## src/pkg/sdf_regs.svh

```systemverilog
`ifndef SDF_REGS_SVH
`define SDF_REGS_SVH
`define SDF_CLK_NS      5
`define SDF_CMD_BITS    6'h30
`define SDF_SPI_BITS    6'h20
`define SDF_IDX_RW_EXT  6'h35
`define SDF_F0_MAX      10'h020
`define SDF_F1_MAX      10'h040
`define SDF_F2_MAX      10'h200
`define SDF_CRC_BITS    5'h11
`define SDF_BYTE_BITS   4'h8
`define SDF_IDLE_NS     1000
`define SDF_IDLE_CYC    8'(`SDF_IDLE_NS / `SDF_CLK_NS)
`endif

```

## src/pkg/sdf_pkg.sv

```systemverilog
package sdf_pkg;
  typedef enum logic [2:0]
  {
    SDF_MODE_SD1 = 3'b001,
    SDF_MODE_SD4 = 3'b010,
    SDF_MODE_SPI = 3'b100
  } sdf_mode_t;

  typedef enum logic [5:0]
  {
    SDF_ST_IDLE   = 6'b000001,
    SDF_ST_CMD    = 6'b000010,
    SDF_ST_DSTART = 6'b000100,
    SDF_ST_DATA   = 6'b001000,
    SDF_ST_CRC    = 6'b010000,
    SDF_ST_BUSY   = 6'b100000
  } sdf_state_t;

  typedef struct packed
  {
    logic       clk;
    logic       cmd;
    logic [3:0] dat;
  } sdf_pins_in_t;

  typedef struct packed
  {
    logic       cmd_o;
    logic       cmd_oe;
    logic [3:0] dat_o;
    logic [3:0] dat_oe;
  } sdf_pins_out_t;

  typedef struct packed
  {
    logic       write;
    logic [2:0] func;
    logic [9:0] count;
  } sdf_cmd_t;
endpackage

```

## src/design/sdf_card_port.sv

```systemverilog
`timescale 1ns/1ps
`include "sdf_regs.svh"
module sdf_card_port (
  input  wire logic            clock_in,
  input  wire logic            resetn_in,
  input  sdf_pkg::sdf_pins_in_t pins_in,
  output sdf_pkg::sdf_pins_out_t pins_out,
  input  sdf_pkg::sdf_mode_t   mode_in,
  input  wire logic            irq_req_in,
  input  wire logic            oob_irq_en_in,
  input  wire logic            read_wait_in,
  input  wire logic            clk_force_in,
  output logic                 gpio_irq_out,
  output logic                 if_clk_en_out,
  output sdf_pkg::sdf_cmd_t    cmd_out,
  output logic                 cmd_valid_out,
  output logic                 size_err_out,
  output logic                 overrun_out,
  output logic           [7:0] rx_data_out,
  output logic                 rx_valid_out,
  input  wire logic            rx_ready_in
);
  import sdf_pkg::*;

  sdf_pins_in_t  pins_s;
  logic          clk_d;
  logic          rise;
  logic          cs_n;
  logic          spi;
  sdf_state_t    state;
  sdf_state_t    next_state;
  logic [47:0]   sh;
  logic [47:0]   next_sh;
  logic [5:0]    bitcnt;
  logic [5:0]    next_bitcnt;
  logic [7:0]    byte_sh;
  logic [7:0]    next_byte_sh;
  logic [3:0]    nbits;
  logic [3:0]    next_nbits;
  logic [9:0]    bytecnt;
  logic [9:0]    next_bytecnt;
  logic [4:0]    crccnt;
  logic [4:0]    next_crccnt;
  logic          hold_valid;
  logic          next_hold_valid;
  logic [7:0]    hold_byte;
  logic [7:0]    next_hold_byte;
  logic          fifo_ready;
  sdf_cmd_t      next_cmd;
  logic          next_cmd_valid;
  logic          next_size_err;
  logic          next_overrun;
  logic [7:0]    idle_cnt;
  logic [7:0]    next_idle_cnt;
  logic          next_clk_en;
  logic          next_gpio_irq;
  sdf_pins_out_t next_pins;
  logic [47:0]   frame;
  logic [31:0]   arg;
  logic          frame_ok;
  logic          over;
  logic [3:0]    wide_bits;
  logic [7:0]    wide_byte;
  logic          data_busy;

  sdf_sync #(
    .W (6)
  ) u_sync (
    .clock_in  (clock_in),
    .resetn_in (resetn_in),
    .d_in      (pins_in),
    .q_out     (pins_s)
  );

  // Received bytes wait in the holding register while the buffer is full
  sdf_fifo #(
    .W (8),
    .D (4)
  ) u_fifo (
    .clock_in      (clock_in),
    .resetn_in     (resetn_in),
    .in_valid_in   (hold_valid),
    .in_data_in    (hold_byte),
    .in_ready_out  (fifo_ready),
    .out_valid_out (rx_valid_out),
    .out_data_out  (rx_data_out),
    .out_ready_in  (rx_ready_in)
  );

  function automatic logic size_over(input logic [2:0] f, input logic [9:0] n);
    logic r;
    r = 1'b1;
    unique case (f)
      3'h0: r = (n > `SDF_F0_MAX);
      3'h1: r = (n > `SDF_F1_MAX);
      3'h2: r = (n > `SDF_F2_MAX);
      default: r = 1'b1;
    endcase
    return r;
  endfunction

  always_comb
  begin
    rise      = pins_s.clk && !clk_d;
    spi       = (mode_in == SDF_MODE_SPI);
    cs_n      = pins_s.dat[3];
    frame     = {sh[46:0], pins_s.cmd};
    arg       = spi ? frame[31:0] : frame[39:8];
    frame_ok  = spi || (frame[46] && frame[0] && frame[45:40] == `SDF_IDX_RW_EXT);
    over      = size_over(arg[30:28], (arg[8:0] == 9'h000) ? `SDF_F2_MAX : {1'b0, arg[8:0]});
    // four lines per clock in 4-bit mode, one line otherwise
    wide_bits = (mode_in == SDF_MODE_SD4) ? nbits + 4'h4 : nbits + 4'h1;
    wide_byte = (mode_in == SDF_MODE_SD4) ? {byte_sh[3:0], pins_s.dat}
                                          : {byte_sh[6:0], pins_s.dat[0]};
    data_busy = (state == SDF_ST_DSTART) || (state == SDF_ST_DATA) || (state == SDF_ST_CRC);
  end

  always_comb
  begin
    next_state      = state;
    next_sh         = sh;
    next_bitcnt     = bitcnt;
    next_byte_sh    = byte_sh;
    next_nbits      = nbits;
    next_bytecnt    = bytecnt;
    next_crccnt     = crccnt;
    next_hold_byte  = hold_byte;
    next_cmd        = cmd_out;
    next_cmd_valid  = 1'b0;
    next_size_err   = size_err_out;
    next_overrun    = overrun_out;
    next_hold_valid = hold_valid && !fifo_ready;
    unique case (state)
      SDF_ST_IDLE:
      begin
        if (rise && (spi ? !cs_n : !pins_s.cmd))
        begin
          next_sh       = frame;
          next_bitcnt   = 6'h01;
          next_size_err = 1'b0;
          next_overrun  = 1'b0;
          next_state    = SDF_ST_CMD;
        end
      end
      SDF_ST_CMD:
      begin
        if (spi && cs_n)
        begin
          next_state = SDF_ST_IDLE;
        end
        else if (rise)
        begin
          next_sh     = frame;
          next_bitcnt = bitcnt + 6'h01;
          if (next_bitcnt == (spi ? `SDF_SPI_BITS : `SDF_CMD_BITS))
          begin
            next_state = SDF_ST_IDLE;
            if (frame_ok)
            begin
              next_cmd.write = arg[31];
              next_cmd.func  = arg[30:28];
              next_cmd.count = (arg[8:0] == 9'h000) ? `SDF_F2_MAX : {1'b0, arg[8:0]};
              next_cmd_valid = 1'b1;
              next_size_err  = over;
              if (arg[31] && !over && !spi)
              begin
                next_state = SDF_ST_DSTART;
              end
            end
          end
        end
      end
      SDF_ST_DSTART:
      begin
        if (rise && !pins_s.dat[0])
        begin
          next_bytecnt = '0;
          next_nbits   = '0;
          next_state   = SDF_ST_DATA;
        end
      end
      SDF_ST_DATA:
      begin
        if (rise)
        begin
          next_byte_sh = wide_byte;
          next_nbits   = wide_bits;
          if (wide_bits == `SDF_BYTE_BITS)
          begin
            next_nbits = '0;
            // Held byte is overwritten but flagged, a full buffer never stops the host clock
            if (hold_valid && !fifo_ready)
            begin
              next_overrun = 1'b1;
            end
            next_hold_valid = 1'b1;
            next_hold_byte  = wide_byte;
            next_bytecnt    = bytecnt + 10'h001;
            if (next_bytecnt == cmd_out.count)
            begin
              next_crccnt = '0;
              next_state  = SDF_ST_CRC;
            end
          end
        end
      end
      SDF_ST_CRC:
      begin
        if (rise)
        begin
          next_crccnt = crccnt + 5'h01;
          if (next_crccnt == `SDF_CRC_BITS)
          begin
            next_state = SDF_ST_BUSY;
          end
        end
      end
      SDF_ST_BUSY:
      begin
        if (!hold_valid)
        begin
          next_state = SDF_ST_IDLE;
        end
      end
    endcase
  end

  always_comb
  begin
    next_pins = '0;
    // gated clock held on by force or link activity
    next_idle_cnt = rise ? `SDF_IDLE_CYC : ((idle_cnt != '0) ? idle_cnt - 8'h01 : idle_cnt);
    next_clk_en   = clk_force_in || (next_idle_cnt != '0);
    // interrupt mirrored on the general-purpose pin
    next_gpio_irq = oob_irq_en_in && irq_req_in;
    if (spi)
    begin
      // line zero is serial out while selected
      next_pins.dat_oe[0] = !cs_n;
      next_pins.dat_o[0]  = !size_err_out;
      next_pins.dat_oe[1] = irq_req_in;
    end
    else
    begin
      // Busy on line zero is the back-pressure the host sees
      next_pins.dat_oe[0] = (state == SDF_ST_BUSY);
      // interrupt only outside data in 4-bit
      next_pins.dat_oe[1] = irq_req_in && ((mode_in == SDF_MODE_SD1) || !data_busy);
      // read-wait only outside data in 4-bit
      next_pins.dat_oe[2] = read_wait_in && ((mode_in == SDF_MODE_SD1) || !data_busy);
    end
  end

  always_ff @(posedge clock_in)
  begin
    if (!resetn_in)
    begin
      clk_d         <= 1'b1;
      state         <= SDF_ST_IDLE;
      sh            <= '1;
      bitcnt        <= '0;
      byte_sh       <= '0;
      nbits         <= '0;
      bytecnt       <= '0;
      crccnt        <= '0;
      hold_valid    <= 1'b0;
      hold_byte     <= '0;
      cmd_out       <= '0;
      cmd_valid_out <= 1'b0;
      size_err_out  <= 1'b0;
      overrun_out   <= 1'b0;
      idle_cnt      <= '0;
      if_clk_en_out <= 1'b0;
      gpio_irq_out  <= 1'b0;
      pins_out      <= '0;
    end
    else
    begin
      clk_d         <= pins_s.clk;
      state         <= next_state;
      sh            <= next_sh;
      bitcnt        <= next_bitcnt;
      byte_sh       <= next_byte_sh;
      nbits         <= next_nbits;
      bytecnt       <= next_bytecnt;
      crccnt        <= next_crccnt;
      hold_valid    <= next_hold_valid;
      hold_byte     <= next_hold_byte;
      cmd_out       <= next_cmd;
      cmd_valid_out <= next_cmd_valid;
      size_err_out  <= next_size_err;
      overrun_out   <= next_overrun;
      idle_cnt      <= next_idle_cnt;
      if_clk_en_out <= next_clk_en;
      gpio_irq_out  <= next_gpio_irq;
      pins_out      <= next_pins;
    end
  end
endmodule

```

## src/design/sdf_fifo.sv

```systemverilog
`timescale 1ns/1ps
module sdf_fifo #(
  parameter int W = 8,
  parameter int D = 4
) (
  input  wire logic         clock_in,
  input  wire logic         resetn_in,
  input  wire logic         in_valid_in,
  input  wire logic [W-1:0] in_data_in,
  output logic              in_ready_out,
  output logic              out_valid_out,
  output logic      [W-1:0] out_data_out,
  input  wire logic         out_ready_in
);
  localparam int PW = $clog2(D);

  // Depth must be a power of two so the pointers wrap by themselves
  logic [W-1:0] mem [D];
  logic [PW-1:0] wr_ptr;
  logic [PW-1:0] rd_ptr;
  logic [PW:0]   cnt;
  logic [PW-1:0] next_wr_ptr;
  logic [PW-1:0] next_rd_ptr;
  logic [PW:0]   next_cnt;
  logic          next_out_valid;
  logic [W-1:0]  next_out_data;
  logic          push;
  logic          load;

  always_comb
  begin
    in_ready_out   = (cnt < (PW+1)'(D));
    push           = in_valid_in && in_ready_out;
    load           = (cnt != '0) && (!out_valid_out || out_ready_in);
    next_wr_ptr    = push ? wr_ptr + 1'b1 : wr_ptr;
    next_rd_ptr    = load ? rd_ptr + 1'b1 : rd_ptr;
    next_cnt       = cnt + (PW+1)'(push) - (PW+1)'(load);
    next_out_data  = load ? mem[rd_ptr] : out_data_out;
    next_out_valid = load ? 1'b1 : (out_valid_out && !out_ready_in);
  end

  always_ff @(posedge clock_in)
  begin
    if (push)
    begin
      mem[wr_ptr] <= in_data_in;
    end
  end

  always_ff @(posedge clock_in)
  begin
    if (!resetn_in)
    begin
      wr_ptr        <= '0;
      rd_ptr        <= '0;
      cnt           <= '0;
      out_valid_out <= 1'b0;
      out_data_out  <= '0;
    end
    else
    begin
      wr_ptr        <= next_wr_ptr;
      rd_ptr        <= next_rd_ptr;
      cnt           <= next_cnt;
      out_valid_out <= next_out_valid;
      out_data_out  <= next_out_data;
    end
  end
endmodule

```

## src/design/sdf_sync.sv

```systemverilog
`timescale 1ns/1ps
module sdf_sync #(
  parameter int W = 1
) (
  input  wire logic         clock_in,
  input  wire logic         resetn_in,
  input  wire logic [W-1:0] d_in,
  output logic      [W-1:0] q_out
);
  logic [W-1:0] meta;
  logic [W-1:0] next_meta;
  logic [W-1:0] next_q;

  always_comb
  begin
    next_meta = d_in;
    next_q    = meta;
  end

  // Pins idle high, so reset to ones avoids a false start bit
  always_ff @(posedge clock_in)
  begin
    if (!resetn_in)
    begin
      meta  <= '1;
      q_out <= '1;
    end
    else
    begin
      meta  <= next_meta;
      q_out <= next_q;
    end
  end
endmodule

```

## config.mk

```make
export PLATFORM = sky130hd
export DESIGN_NAME = sdf_card_port
export DESIGN_NICKNAME = d
export VERILOG_FILES = /design/src/pkg/sdf_pkg.sv /design/src/design/sdf_card_port.sv /design/src/design/sdf_fifo.sv /design/src/design/sdf_sync.sv
export VERILOG_INCLUDE_DIRS = /design/src /design/src/pkg
export SDC_FILE = /design/constraint.sdc
export NUM_CORES = 1
export LEC_CHECK = 0
export BUFFER_PORTS_ARGS = -buffer_cell sky130_fd_sc_hd__buf_2
export CAP_MARGIN = 0
export CORE_MARGIN = 8
export CORE_UTILIZATION = 40
export DETAILED_ROUTE_END_ITERATION = 6
export SLEW_MARGIN = 20
export SYNTH_ARGS = -nofsm -noshare
export SYNTH_HDL_FRONTEND = slang
export SYNTH_SLANG_ARGS = --single-unit
```

## constraint.sdc

```tcl
create_clock -name clock_in -period 3.95 [get_ports clock_in]
set_clock_uncertainty 0.2 [all_clocks]
set_input_delay 0.79 -clock clock_in [delete_from_list [all_inputs] [get_ports clock_in]]
set_output_delay 0.79 -clock clock_in [all_outputs]
set_load 0.02 [all_outputs]
```

==> impl_summary.md <==
STA
The number of hold violations in the final report is 0. Setup violations remaining at the end of the flow were counted as 0. The final max-slew violation count came to 0. Summed over all failing endpoints, the final setup total negative slack is 0 ns.

Setup repair after global routing left no endpoint under its margin. The transition time of the tightest slew-check pin is 0.829 ns. The final setup slack of the worst path is 0.728 ns.

Timing would allow up to 0.310 GHz. The tightest slew margin relative to the limit is 44.7%. Across all hold checks on the routed design, the worst slack comes to 0.210 ns. The post-route minimum period is 3.22 ns. Dividing the final minimum period by the clock period gives 81.6%.

Logic synthesis
The fraction of registers with async set/reset is 0%. The register bit count reported by yosys is 185. The count of cell types in the netlist is 65. The biggest area consumer among synthesized cells is sky130_fd_sc_hd__dfxtp_1. The post-synthesis cell count is 896. A synthesized cell averages 9.07 um2.

The cell area after synthesis is 0.00813 mm2. In this run the biggest area consumer among cell types represents 37.7% of the synthesized area. The commonest register cell after synthesis is sky130_fd_sc_hd__dfxtp_1. For this run, the number of Yosys warnings is 0. The share of the Yosys chip area taken by registers is 49.5%.

The synthesized design contains 32 enable-type register cells. By area the synthesized netlist is led by sky130_fd_sc_hd__dfxtp_1 (38%), sky130_fd_sc_hd__edfxtp_1 (12%), sky130_fd_sc_hd__nand2_1 (6.7%), sky130_fd_sc_hd__nor2_1 (3.9%), sky130_fd_sc_hd__nand3_1 (3.8%).

Pwr
The total power density per cell area is 505 mW/mm2. The worst-case vdd ir drop is 0.307 mV. The total power draw is 0.00462 W. For this design the static power due to leakage is 3.61 nW.

Final layout
In the layout the commonest cells are sky130_fd_sc_hd__dfxtp_1 (153), sky130_fd_sc_hd__nand2_1 (144), sky130_fd_sc_hd__nor2_1 (84). The proportion of layout cells with a drive suffix above 1 is 12.3%. The total number of nets in the final design is 951. The count of inserted antenna diode cells is 0. The multi-input combinational cell area is 0.00379 mm2.

The most common cell after layout, fill and taps aside is sky130_fd_sc_hd__dfxtp_1. The register cell area after layout is 0.00402 mm2. The count of fill cells added during filler insertion is 1938. The area added between synthesis and finish is 12.5%.

Floorplan
The area of the die is 0.0251 mm2. The initialized floorplan defines 52 standard-cell rows. The die is 159 um tall. The floorplan step defined a core boundary enclosing 0.0201 mm2. During I/O placement, the number of pins put on the boundary was 54. The floorplan step set the die width to 159 um. The initial cell density of the core is 40.4%.

Setup path
The peak fanout along the critical path is 8. The critical path arrival is 3.34 ns. STA classifies the critical path endpoint as a flip-flop. The required arrival time at the worst endpoint is 4.06 ns.

The start-to-end type of the worst setup path is reg2reg. The worst setup path is launched from a flip-flop. The depth of the worst register-to-register path is 8.

Clock tree
The number of buffers added for setup after CTS is 0. The clock transition at the registers of the reported paths is 0.07 ns. Clock tree synthesis found a total of 185 sinks.

The clock reaches the later pin of the worst-skew pair after 0.43 ns. No sink is reached through more buffers than the 2 on the longest clock path. The tree is rooted in a sky130_fd_sc_hd__clkbuf_16. The number of gates resized after cts is 0.

TritonCTS built the clock tree. In this run, post-CTS hold repair placed 0 buffers. The count of H-tree levels built during CTS is 4. Buffers inserted during clock tree synthesis total 17.

GRT
The number of global-route vias before repair was 6120. Entering global routing, the biggest net connects 77 pins. Global routing finished with a remaining overflow of 0. Across every metal layer, demand over resource in global routing totals 14.8%. The initial antenna violation count was 0. The first global-routing pass estimated 29.8 mm of wire.

Outcome
The run finished with clean final reports.

Min path
Along the worst hold path, the cell count comes to 1. The min-delay analysis places its worst path in the category reg2reg.

Placement
At the placement stage, the worst setup path has a slack of 0.479 ns. The count of port buffers added during placement is 47. Routability-driven placement finished with a final weighted congestion of 0.809. The placed wire-length estimate is 12.3 mm.

Route
The first detailed-routing pass took 5 iterations. The routed design has 17.9 mm of wire. Using the TritonRoute via totals, the vias-per-cell ratio works out to 5.18. The average routed wire per standard cell is 14.9 um.

The violation count after the first detailed-route iteration is 246. The post-detailed-route count of antenna-violating nets is 0. The number of DRC violations after detailed routing is 0. The via count is 6241.

Run
Across the run, the number of max-cap violations was 0.
path summary, 6_finish.rpt:
check | slack, ns | endpoint | start
hold / removal | 0.21 | u_sync.q_out[4]$_SDFF_PN1_ | u_sync.meta[4]$_SDFF_PN1_
setup / recovery | 0.73 | crccnt[3]$_SDFFE_PN0P_ | bytecnt[0]$_SDFFE_PN0P_
setup reg to reg | 0.73 | crccnt[3]$_SDFFE_PN0P_ | bytecnt[0]$_SDFFE_PN0P_
hold reg to reg | 0.21 | u_sync.q_out[4]$_SDFF_PN1_ | u_sync.meta[4]$_SDFF_PN1_
cells by family after synthesis:
logic type               after synthesis  synth area share, %
flip-flops                           185                 49.5
multiplexers                          33                 5.31
AO/OA/AOI/OAI                        142                 11.3
other                                  1               0.0461
AND/OR/NAND/NOR                      414                 24.3
XOR/XNOR                              29                 3.13
adder cells (fa/ha/maj)               14                 2.25
buffers and inverters                 78                 4.14
cells in the mapped netlist (3+ instances only):
master and instances:
sky130_fd_sc_hd__a211oi_1 21, sky130_fd_sc_hd__a21o_1 5, sky130_fd_sc_hd__a21oi_1 44, sky130_fd_sc_hd__a311oi_1 11, sky130_fd_sc_hd__a31oi_1 3, sky130_fd_sc_hd__a41oi_1 4, sky130_fd_sc_hd__and2_1 13, sky130_fd_sc_hd__and3_1 7
sky130_fd_sc_hd__buf_1 4, sky130_fd_sc_hd__buf_2 5, sky130_fd_sc_hd__buf_4 6, sky130_fd_sc_hd__clkbuf_1 44, sky130_fd_sc_hd__dfxtp_1 153, sky130_fd_sc_hd__edfxtp_1 32, sky130_fd_sc_hd__ha_1 13, sky130_fd_sc_hd__inv_1 16
sky130_fd_sc_hd__mux2i_1 24, sky130_fd_sc_hd__mux4_2 8, sky130_fd_sc_hd__nand2_1 144, sky130_fd_sc_hd__nand2b_1 16, sky130_fd_sc_hd__nand3_1 61, sky130_fd_sc_hd__nand3b_1 8, sky130_fd_sc_hd__nand4_1 6, sky130_fd_sc_hd__nand4b_1 3
sky130_fd_sc_hd__nor2_1 84, sky130_fd_sc_hd__nor2b_1 6, sky130_fd_sc_hd__nor3_1 23, sky130_fd_sc_hd__nor3b_1 9, sky130_fd_sc_hd__nor4_1 7, sky130_fd_sc_hd__o211ai_1 7, sky130_fd_sc_hd__o21ai_0 28, sky130_fd_sc_hd__o31ai_1 3
sky130_fd_sc_hd__or2_2 4, sky130_fd_sc_hd__or3_1 7, sky130_fd_sc_hd__or4_1 5, sky130_fd_sc_hd__xnor2_1 18, sky130_fd_sc_hd__xor2_1 11
routing by layer:
metal / global-route usage [%] / up-vias / routed length, um
li1: - / 3187 / -
met1: 17.3 / 2925 / 8130
met2: 26.0 / 104 / 8660
met3: 3.39 / 25 / 726
met4: 5.75 / 0 / 420
met5: 0 / - / 0
worst max-delay path: stages, from the launching register on:
cell	delay [ns]
sky130_fd_sc_hd__dfxtp_1	0.45
sky130_fd_sc_hd__ha_1	0.35
sky130_fd_sc_hd__nand4_1	0.20
sky130_fd_sc_hd__or2_2	0.35
sky130_fd_sc_hd__xnor2_1	0.15
sky130_fd_sc_hd__nand4_1	0.17
sky130_fd_sc_hd__or4_4	0.60
sky130_fd_sc_hd__o21ai_2	0.27
sky130_fd_sc_hd__mux2_1	0.35
registers in the layout, summed over array words and instances (netlist names), 3 cells and up:
signal	flops
bitcnt	6
byte_sh	7
bytecnt	10
cmd_out	14
crccnt	5
hold_byte	8
idle_cnt	8
nbits	4
pins_out	4
sh	46
state	6
u_fifo.cnt	3
u_fifo.mem	32
u_fifo.out_data_out	8
u_sync.meta	6
u_sync.q_out	6
layout make-up:
cell class,count,share of cell area [%]
clock buffer,18,4.80
clock inverter,14,1.48
inverter,17,0.698
multi-input combinational,638,41.5
sequential,185,44.0
tap,270,3.70
timing repair buffer,62,3.80
power by group:
group          internal (W)  total, W  switching [W]
combinational      0.000355  0.000807       0.000452
clock              0.000852   0.00165       0.000798
sequential          0.00203   0.00216       0.000128
through the flow:
stage | area (um2) | util, % | instances
after floorplan | 8150 | - | 901
after global placement | 8570 | 42.6 | 1172
after detailed placement | 8570 | 42.6 | 1172
after CTS | 9140 | 45.5 | 1204
after global routing | 9140 | 45.5 | 1204
final | 9140 | 45.5 | 1204
Power figures use the tool's default switching activity.
